==> config.mk <==
export PLATFORM = sky130hd
export DESIGN_NAME = controlled_stop_sequencer
export DESIGN_NICKNAME = d
export VERILOG_FILES = /design/src/pkg/stop_seq_pkg.sv /design/src/rtl/controlled_stop_sequencer.sv
export SDC_FILE = /design/constraint.sdc
export NUM_CORES = 1
export LEC_CHECK = 0
export BUFFER_PORTS_ARGS = -buffer_cell sky130_fd_sc_hd__buf_2
export CORE_ASPECT_RATIO = 0.75
export CORE_MARGIN = 3
export CORE_UTILIZATION = 55
export CTS_CLUSTER_DIAMETER = 150
export DETAILED_ROUTE_END_ITERATION = 6
export GPL_TIMING_DRIVEN = 0
export HOLD_SLACK_MARGIN = 0.1
export PLACE_DENSITY = 0.81
export SLEW_MARGIN = 20
export SYNTH_ARGS = -nofsm -noshare
export SYNTH_HDL_FRONTEND = slang
export SYNTH_SLANG_ARGS = --single-unit
==> constraint.sdc <==
create_clock -name pclk -period 4.48 [get_ports pclk]
set_input_delay 0.896 -clock pclk [delete_from_list [all_inputs] [get_ports pclk]]
set_output_delay 0.896 -clock pclk [all_outputs]
set_load 0.1 [all_outputs]
==> src/pkg/stop_seq_pkg.sv <==
// Package with register map, field positions, defaults and states of the stop sequencer.
package stop_seq_pkg;
    localparam int unsigned CLK_HZ = 100_000_000;
    localparam int unsigned MS_PER_S = 1000;
    localparam int unsigned CYC_PER_MS = CLK_HZ / MS_PER_S;
    localparam logic [11:0] ADDR_CTRL = 12'h000;
    localparam logic [11:0] ADDR_TMAX = 12'h004;
    localparam logic [11:0] ADDR_TEMG = 12'h008;
    localparam logic [11:0] ADDR_DECWIN = 12'h00c;
    localparam logic [11:0] ADDR_RAMP = 12'h010;
    localparam logic [11:0] ADDR_ERAMP = 12'h014;
    localparam logic [11:0] ADDR_VLIM = 12'h018;
    localparam logic [11:0] ADDR_STATUS = 12'h01c;
    localparam logic [11:0] ADDR_AXIS = 12'h020;
    localparam int CTRL_CTL_MODE = 0;
    localparam int CTRL_SUPV_EN = 1;
    localparam int CTRL_ERR_ESTOP = 2;
    localparam int CTRL_VLIM_EN = 3;
    localparam int CTRL_TOREQ_EN = 4;
    localparam int CTRL_AXIS_SEL = 5;
    localparam logic [31:0] TMAX_MS_MAX = 32'h0001d4c0;
    localparam logic [31:0] TMAX_MS_RST = 32'h00000064;
    localparam logic [31:0] TEMG_MS_RST = 32'h00000032;
    localparam logic [31:0] DECWIN_MAX = 32'h7fffffff;
    localparam logic [31:0] DECWIN_RST = 32'h00000000;
    localparam logic [31:0] RAMP_MIN_SUPV = 32'h00000002;
    localparam logic [31:0] RAMP_RST = 32'h02faf080;
    localparam logic [23:0] VLIM_RST = 24'h000154;
    typedef enum logic [4:0] {
        ST_IDLE = 5'b00001,
        ST_DRIVE = 5'b00010,
        ST_CTRL = 5'b00100,
        ST_TOFF = 5'b01000,
        ST_WAIT = 5'b10000
    } seq_state_t;
endpackage

==> src/rtl/controlled_stop_sequencer.sv <==
// Controlled-stop sequencer for one drive axis with an APB register file.
//
// The APB register port and the register addresses were decided locally.
module controlled_stop_sequencer #(
    parameter int unsigned CYC_MS = stop_seq_pkg::CYC_PER_MS,
    parameter logic AXIS_SECOND = 1'b0
) (
    input wire logic pclk,
    input wire logic presetn,
    input wire logic psel,
    input wire logic penable,
    input wire logic pwrite,
    input wire logic [11:0] paddr,
    input wire logic [31:0] pwdata,
    input wire logic [3:0] pstrb,
    output logic [31:0] prdata,
    output logic pready,
    output logic pslverr,
    input wire logic stop_request_n,
    input wire logic torque_off_request_n,
    input wire logic limit_violation,
    input wire logic internal_error,
    input wire logic axis_reset_req,
    input wire logic controller_enable,
    input wire logic [31:0] actual_pos,
    input wire logic [31:0] expected_pos,
    input wire logic [23:0] motor_speed,
    output logic stop_active_fb,
    output logic torque_off_active_fb,
    output logic torque_off_cmd,
    output logic drive_brake_start,
    output logic [31:0] drive_ramp,
    output logic drive_ignore_setpoints,
    output logic fieldbus_brake_start,
    output logic axis_reset
);
    import stop_seq_pkg::*;

    logic [1:0] stop_sync_r;
    logic [1:0] toff_sync_r;
    logic [31:0] ctrl_r;
    logic [31:0] tmax_r;
    logic [31:0] temg_r;
    logic [31:0] decwin_r;
    logic [31:0] ramp_r;
    logic [31:0] eramp_r;
    logic [23:0] vlim_r;
    logic reject_r;
    logic err_stop_r;
    logic supv_fault_r;
    logic [31:0] ms_r;
    logic [31:0] sub_r;
    seq_state_t state_r;
    seq_state_t state_nxt;
    logic stop_req;
    logic toff_req;
    logic err_evt;
    logic wr_en;
    logic [31:0] wmask;
    logic [31:0] pos_diff;
    logic supv_bad;
    logic auto_off;
    logic tmax_hit;
    logic temg_hit;
    logic stopping;
    logic ramp_ok;

    // The stop and torque-off request pins cross into the clock domain through two flip-flops.
    always_ff @(posedge pclk or negedge presetn) begin
        if (!presetn) begin
            stop_sync_r <= 2'b11;
            toff_sync_r <= 2'b11;
        end else begin
            stop_sync_r <= {stop_sync_r[0], stop_request_n};
            toff_sync_r <= {toff_sync_r[0], torque_off_request_n};
        end
    end

    assign stop_req = ~stop_sync_r[1];
    assign toff_req = ~toff_sync_r[1] & ctrl_r[CTRL_TOREQ_EN];
    assign err_evt = limit_violation | internal_error;

    assign pready = 1'b1;
    assign pslverr = 1'b0;
    assign wr_en = psel & penable & pwrite;
    always_comb begin
        wmask = {{8{pstrb[3]}}, {8{pstrb[2]}}, {8{pstrb[1]}}, {8{pstrb[0]}}};
    end

    // Ramp values below the minimum are refused while supervision is on.
    assign ramp_ok = ~ctrl_r[CTRL_SUPV_EN] | ((pwdata & wmask) >= RAMP_MIN_SUPV);

    always_ff @(posedge pclk or negedge presetn) begin
        if (!presetn) begin
            ctrl_r <= 32'h00000000;
            tmax_r <= TMAX_MS_RST;
            temg_r <= TEMG_MS_RST;
            decwin_r <= DECWIN_RST;
            ramp_r <= RAMP_RST;
            eramp_r <= RAMP_RST;
            vlim_r <= VLIM_RST;
            reject_r <= 1'b0;
        end else if (wr_en && state_r == ST_IDLE) begin
            if (paddr == ADDR_CTRL) begin
                ctrl_r <= ((ctrl_r & ~wmask) | (pwdata & wmask)) & 32'h0000001f;
            end else if (paddr == ADDR_TMAX) begin
                if (pwdata <= TMAX_MS_MAX) begin
                    tmax_r <= pwdata;
                end
            end else if (paddr == ADDR_TEMG) begin
                if (pwdata <= TMAX_MS_MAX) begin
                    temg_r <= pwdata;
                end
            end else if (paddr == ADDR_DECWIN) begin
                if (pwdata <= DECWIN_MAX) begin
                    decwin_r <= pwdata;
                end
            end else if (paddr == ADDR_RAMP) begin
                if (ramp_ok && pwdata <= DECWIN_MAX) begin
                    ramp_r <= pwdata;
                end
                reject_r <= ~ramp_ok;
            end else if (paddr == ADDR_ERAMP) begin
                if (ramp_ok && pwdata <= DECWIN_MAX) begin
                    eramp_r <= pwdata;
                end
                reject_r <= ~ramp_ok;
            end else if (paddr == ADDR_VLIM) begin
                vlim_r <= pwdata[23:0];
            end
        end
    end

    always_ff @(posedge pclk or negedge presetn) begin
        if (!presetn) begin
            prdata <= 32'h00000000;
        end else if (psel && !penable && !pwrite) begin
            if (paddr == ADDR_CTRL) begin
                prdata <= {26'h0000000, AXIS_SECOND, ctrl_r[4:0]};
            end else if (paddr == ADDR_TMAX) begin
                prdata <= tmax_r;
            end else if (paddr == ADDR_TEMG) begin
                prdata <= temg_r;
            end else if (paddr == ADDR_DECWIN) begin
                prdata <= decwin_r;
            end else if (paddr == ADDR_RAMP) begin
                prdata <= ramp_r;
            end else if (paddr == ADDR_ERAMP) begin
                prdata <= eramp_r;
            end else if (paddr == ADDR_VLIM) begin
                prdata <= {8'h00, vlim_r};
            end else if (paddr == ADDR_STATUS) begin
                prdata <= {24'h000000, reject_r, supv_fault_r, err_stop_r, state_r};
            end else if (paddr == ADDR_AXIS) begin
                prdata <= {31'h00000000, AXIS_SECOND};
            end else begin
                prdata <= 32'h00000000;
            end
        end
    end

    assign stopping = (state_r == ST_DRIVE) || (state_r == ST_CTRL);

    // Millisecond timer counted in whole cycles; partial ms are not counted.
    always_ff @(posedge pclk or negedge presetn) begin
        if (!presetn) begin
            sub_r <= 32'h00000000;
            ms_r <= 32'h00000000;
        end else if (!stopping) begin
            sub_r <= 32'h00000000;
            ms_r <= 32'h00000000;
        end else if (sub_r == CYC_MS - 1) begin
            sub_r <= 32'h00000000;
            ms_r <= ms_r + 32'h00000001;
        end else begin
            sub_r <= sub_r + 32'h00000001;
        end
    end

    assign tmax_hit = stopping && (ms_r >= tmax_r);
    assign temg_hit = stopping && err_stop_r && (ms_r >= temg_r);

    assign pos_diff = (actual_pos >= expected_pos) ? actual_pos - expected_pos
                                                    : expected_pos - actual_pos;
    assign supv_bad = stopping && ctrl_r[CTRL_SUPV_EN] && (pos_diff > decwin_r);

    // Speed threshold, or controller enable loss when the threshold is zero.
    assign auto_off = stopping && ctrl_r[CTRL_VLIM_EN] &&
                      ((vlim_r == 24'h000000) ? ~controller_enable
                                              : (motor_speed < vlim_r));

    always_ff @(posedge pclk or negedge presetn) begin
        if (!presetn) begin
            state_r <= ST_IDLE;
        end else begin
            state_r <= state_nxt;
        end
    end

    always_comb begin
        state_nxt = state_r;
        case (state_r)
            ST_IDLE: begin
                if (toff_req) begin
                    state_nxt = ST_TOFF;
                end else if (stop_req || err_evt) begin
                    state_nxt = ctrl_r[CTRL_CTL_MODE] ? ST_CTRL : ST_DRIVE;
                end
            end
            ST_DRIVE: begin
                if (toff_req || tmax_hit || temg_hit || auto_off || supv_bad) begin
                    state_nxt = ST_TOFF;
                end
            end
            ST_CTRL: begin
                if (toff_req || tmax_hit || temg_hit || auto_off) begin
                    state_nxt = ST_TOFF;
                end else if (supv_bad) begin
                    state_nxt = ctrl_r[CTRL_ERR_ESTOP] ? ST_DRIVE : ST_TOFF;
                end
            end
            ST_TOFF: begin
                if (!stop_req && !toff_req && !err_evt) begin
                    state_nxt = ST_WAIT;
                end
            end
            ST_WAIT: begin
                if (stop_req || toff_req || err_evt) begin
                    state_nxt = ST_TOFF;
                end else if (axis_reset_req) begin
                    state_nxt = ST_IDLE;
                end
            end
            default: begin
                state_nxt = ST_TOFF;
            end
        endcase
    end

    // Error origin of the stop selects the emergency ramp and its time.
    always_ff @(posedge pclk or negedge presetn) begin
        if (!presetn) begin
            err_stop_r <= 1'b0;
            supv_fault_r <= 1'b0;
        end else if (state_r == ST_IDLE) begin
            err_stop_r <= err_evt & ~stop_req;
            supv_fault_r <= 1'b0;
        end else if (supv_bad) begin
            err_stop_r <= 1'b1;
            supv_fault_r <= 1'b1;
        end else if (stopping && err_evt) begin
            err_stop_r <= 1'b1;
        end
    end

    always_ff @(posedge pclk or negedge presetn) begin
        if (!presetn) begin
            stop_active_fb <= 1'b0;
            torque_off_active_fb <= 1'b0;
            torque_off_cmd <= 1'b0;
            drive_brake_start <= 1'b0;
            drive_ramp <= 32'h00000000;
            drive_ignore_setpoints <= 1'b0;
            fieldbus_brake_start <= 1'b0;
            axis_reset <= 1'b0;
        end else begin
            stop_active_fb <= state_nxt != ST_IDLE;
            torque_off_active_fb <= (state_nxt == ST_TOFF) || (state_nxt == ST_WAIT);
            torque_off_cmd <= (state_nxt == ST_TOFF) || (state_nxt == ST_WAIT);
            drive_brake_start <= state_nxt == ST_DRIVE;
            drive_ramp <= (err_stop_r || err_evt || supv_bad) ? eramp_r : ramp_r;
            drive_ignore_setpoints <= state_nxt == ST_DRIVE;
            fieldbus_brake_start <= state_nxt == ST_CTRL;
            axis_reset <= (state_r == ST_WAIT) && (state_nxt == ST_IDLE);
        end
    end
endmodule
==> metrics <==
first-pass GRT wire length=103 mm; worst r2r dst=vlim_r[23]; Die ar.=40800 sq um; XOR/XNOR Fraction of Synth Area=about 3.6%; Synth cell types=78; Leak Pwr=12.3 nW; share of layout cells above drive strength 1=25.7%; Final Net Count=2819; worst-case clock buffer depth=3; Final setup viols=40; top cell type's share of synthesized area=35.0%; Sink Count=about 330; Avg Vias per Cell=6.19; synth top area cells=dfrtp_1 (35%), ha_1 (11%), mux2_2 (8.9%), dfstp_2 (4.9%), inv_1 (3.6%); DP Wirelength=just over 50 mm; capture point of the critical path=drive_ramp[20]; CTS tree=built; compound-cell area share of the yosys netlist=15.7%; Crit. End Element=register; Hold/Removal Path Class=primary input to async pin; Worst-path clk slew=60 ps; WP data required=4880 ps; Syn Std Cell Area=approximately 21000 sq um; Crit Path Category=primary input to register; outcome=complete, but fails checks; Skew-Pair Late Insertion Delay=~540 ps; main combinational cell family by area after synthesis=compound AO/OA/AOI/OAI gates; clock skew after layout=23.4 ps; CP Max Fanout=10; antenna violations before repair=4; vias in the first global route=18547; htree depth=2; Synth async-reset ratio=100%; First-pass DRT Iterations=6; Die H=176 um; Starting Density=56.3%; area delta synth->final=19.8%; Post-Syn Area per Cell=9.61 sq um; post-synthesis mux area share=11.1%; die width=between 200 and 250 um; final worst slack=-709 ps; WL/cell=22.3 um; part of the cycle the worst path needs=116%; Synthesized Nets=2528; Synth area leader=dfrtp_1; max_slew headroom=29.0%; Design Power=approximately 8 mW; Synth Area in Simple Gates=12.8%; via count=18712; number of synthesized register bits=334; Main synth FF type=dfrtp_1; Seq/Total Area, Yosys=between 30 and 40%; row cnt=61; Final min period=between 5000 and 6000 ps; largest net degree at the start of global routing=107; Top Ports=220; DRC viols=0; RSZ-0062 raised after global routing=true; Yosys warning total=0; Reg-to-Reg Start=state_r[4]; P per Cell Area=317 nW/um^2; post-layout util=67.4%; GRT Resource Usage Total=roughly a third; VDD IR-drop max=0.328 mV; Worst Reg-to-Reg Cells=8; Placer Congestion=1.00; EDFF count, synth=0; final wirelength=67.3 mm; worst setup path start=actual_pos[0]; Placeable Area=37500 sq um; reg2reg setup slack=1030 ps; Achievable Freq=193 MHz; crit start category=primary input; cell count after synthesis=2195; clock root buffer=clkbuf_16; final hold slack=284 ps; GRT overflow=0; Post-Synth Adder-Cell Area=11.1%; Slew @ Worst Pin=1060 ps; crit path DAT=5590 ps; Max-Cap Viols=0; final hold violation count=0; failing checks=setup timing; cts bufs inserted=38; PortBufs=213; max-slew violations=0; DRT iter0 DRCs=2150; Routed Antenna Nets=0
critical path, cell delays in order:
cell and delay [ps]:
buf_12 110, inv_12 40, ha_4 120, inv_2 30, fa_2 360, a211oi_2 220, nor2_2 80, o211ai_1 170
buf_4 170, a31oi_4 110, o21ai_4 230, buf_4 280, o211ai_1 110, o21ai_0 180, xnor2_1 160, ha_1 300
nand4_1 130, nor3_2 260, nand2_1 80, o211ai_1 220, a21oi_2 130, nand4b_1 290, nand3b_1 210, buf_12 190
clkbuf_16 180, mux2_4 310
kinds of logic after synthesis:
group                    count (synthesis)
flip-flops                             334
buffers and inverters                  311
XOR/XNOR                                86
multiplexers                           206
AND/OR/NAND/NOR                        560
other                                    2
adder cells (fa/ha/maj)                186
AO/OA/AOI/OAI                          510
synth_stat cells, drive strengths merged, types with 13 or more instances:
cell and number:
a21o 38, a21oi 120, a221oi 19, a222oi 17, a22o 13, a31oi 61, and2 13, and3 18
buf 43, clkbuf 63, dfrtp 295, dfstp 39, ha 184, inv 205, mux2 167, mux2i 33
nand2 167, nand3 39, nand4 46, nor2 166, nor2b 22, nor3 21, nor4 24, o211ai 19
o21a 18, o21ai 131, xnor2 35, xor2 51
power by group:
part,internal [mW],switching (mW)
Clock,2.02,1.29
Sequential,3.06,0.0477
Combinational,0.552,1.04
Total,5.64,2.37
placed cells by master, fill, tap and decap left out, types with 39 or more instances in the layout:
| cell type | n |
|---|---|
| buf_4 | 42 |
| dfrtp_1 | 295 |
| mux2_2 | 139 |
| a31oi_1 | 59 |
| buf_2 | 221 |
| o21ai_0 | 121 |
| ha_1 | 176 |
| nor2_1 | 164 |
| clkbuf_16 | 40 |
| a21oi_1 | 106 |
| clkbuf_1 | 58 |
| inv_1 | 200 |
| nand2_1 | 165 |
| xor2_1 | 51 |
| dfstp_2 | 39 |
| nand4_1 | 45 |
sequential cells by signal (all words and copies together) (netlist names), 24 cells and up, named ones only:
| name | cells |
|---|---|
| eramp_r | 32 |
| sub_r | 32 |
| drive_ramp | 32 |
| vlim_r | 24 |
| temg_r | 32 |
| tmax_r | 32 |
| prdata | 32 |
| ms_r | 32 |
| decwin_r | 32 |
| ramp_r | 32 |
cell type report:
type,count,area (sq um)
clock inverters,16,267
flip-flops and latches,334,8410
inverters,205,782
fillers,2849,12200
diodes,4,10.0
plain buffers,104,613
clock buffers,52,1060
well taps,504,631
repair buffers,253,1520
multi-input cells,1550,12000
what timing repair did:
| action | 4_1_cts | 5_1_grt |
|---|---|---|
| cloned | 1 | 2 |
| resized for setup | 52 | 38 |
| buffers inserted | 29 | 6 |
| endpoints found under the setup margin | 40 | 40 |
| pin swaps | 11 | 16 |
| hold buffers | 0 | 0 |
| endpoints found under the hold margin | 0 | 0 |
worst min path at each step:
stage                                end            from
final                          sub_r[21]         presetn
after global routing           sub_r[21]         presetn
after CTS                      sub_r[21]         presetn
after detailed placement  toff_sync_r[1]  toff_sync_r[0]
after global placement    toff_sync_r[1]  toff_sync_r[0]
after floorplan           stop_sync_r[1]  stop_sync_r[0]
routing by layer:
| layer | GRT usage (%) | routed length [um] | vias up |
|---|---|---|---|
| li1 | - | - | 8416 |
| met1 | 42.4 | 27000 | 9190 |
| met2 | 52.4 | 31300 | 915 |
| met3 | 6.83 | 6070 | 187 |
| met4 | 12.6 | 2870 | 4 |
| met5 | 0 | 27 | - |
stage by stage:
stage               instances  setup TNS, ps  worst slack [ps]  cell area (sq um)
finish                   3022         -24090              -709              25300
global route             3018         -30660              -871              25300
CTS                      3012         -23930              -697              25000
detailed placement       2915         -81350             -2250              23200
global placement         2912       -1172170             -3520              23100
floorplan                2195         -13270              -415              21400
(Power assumes the default switching activity.)
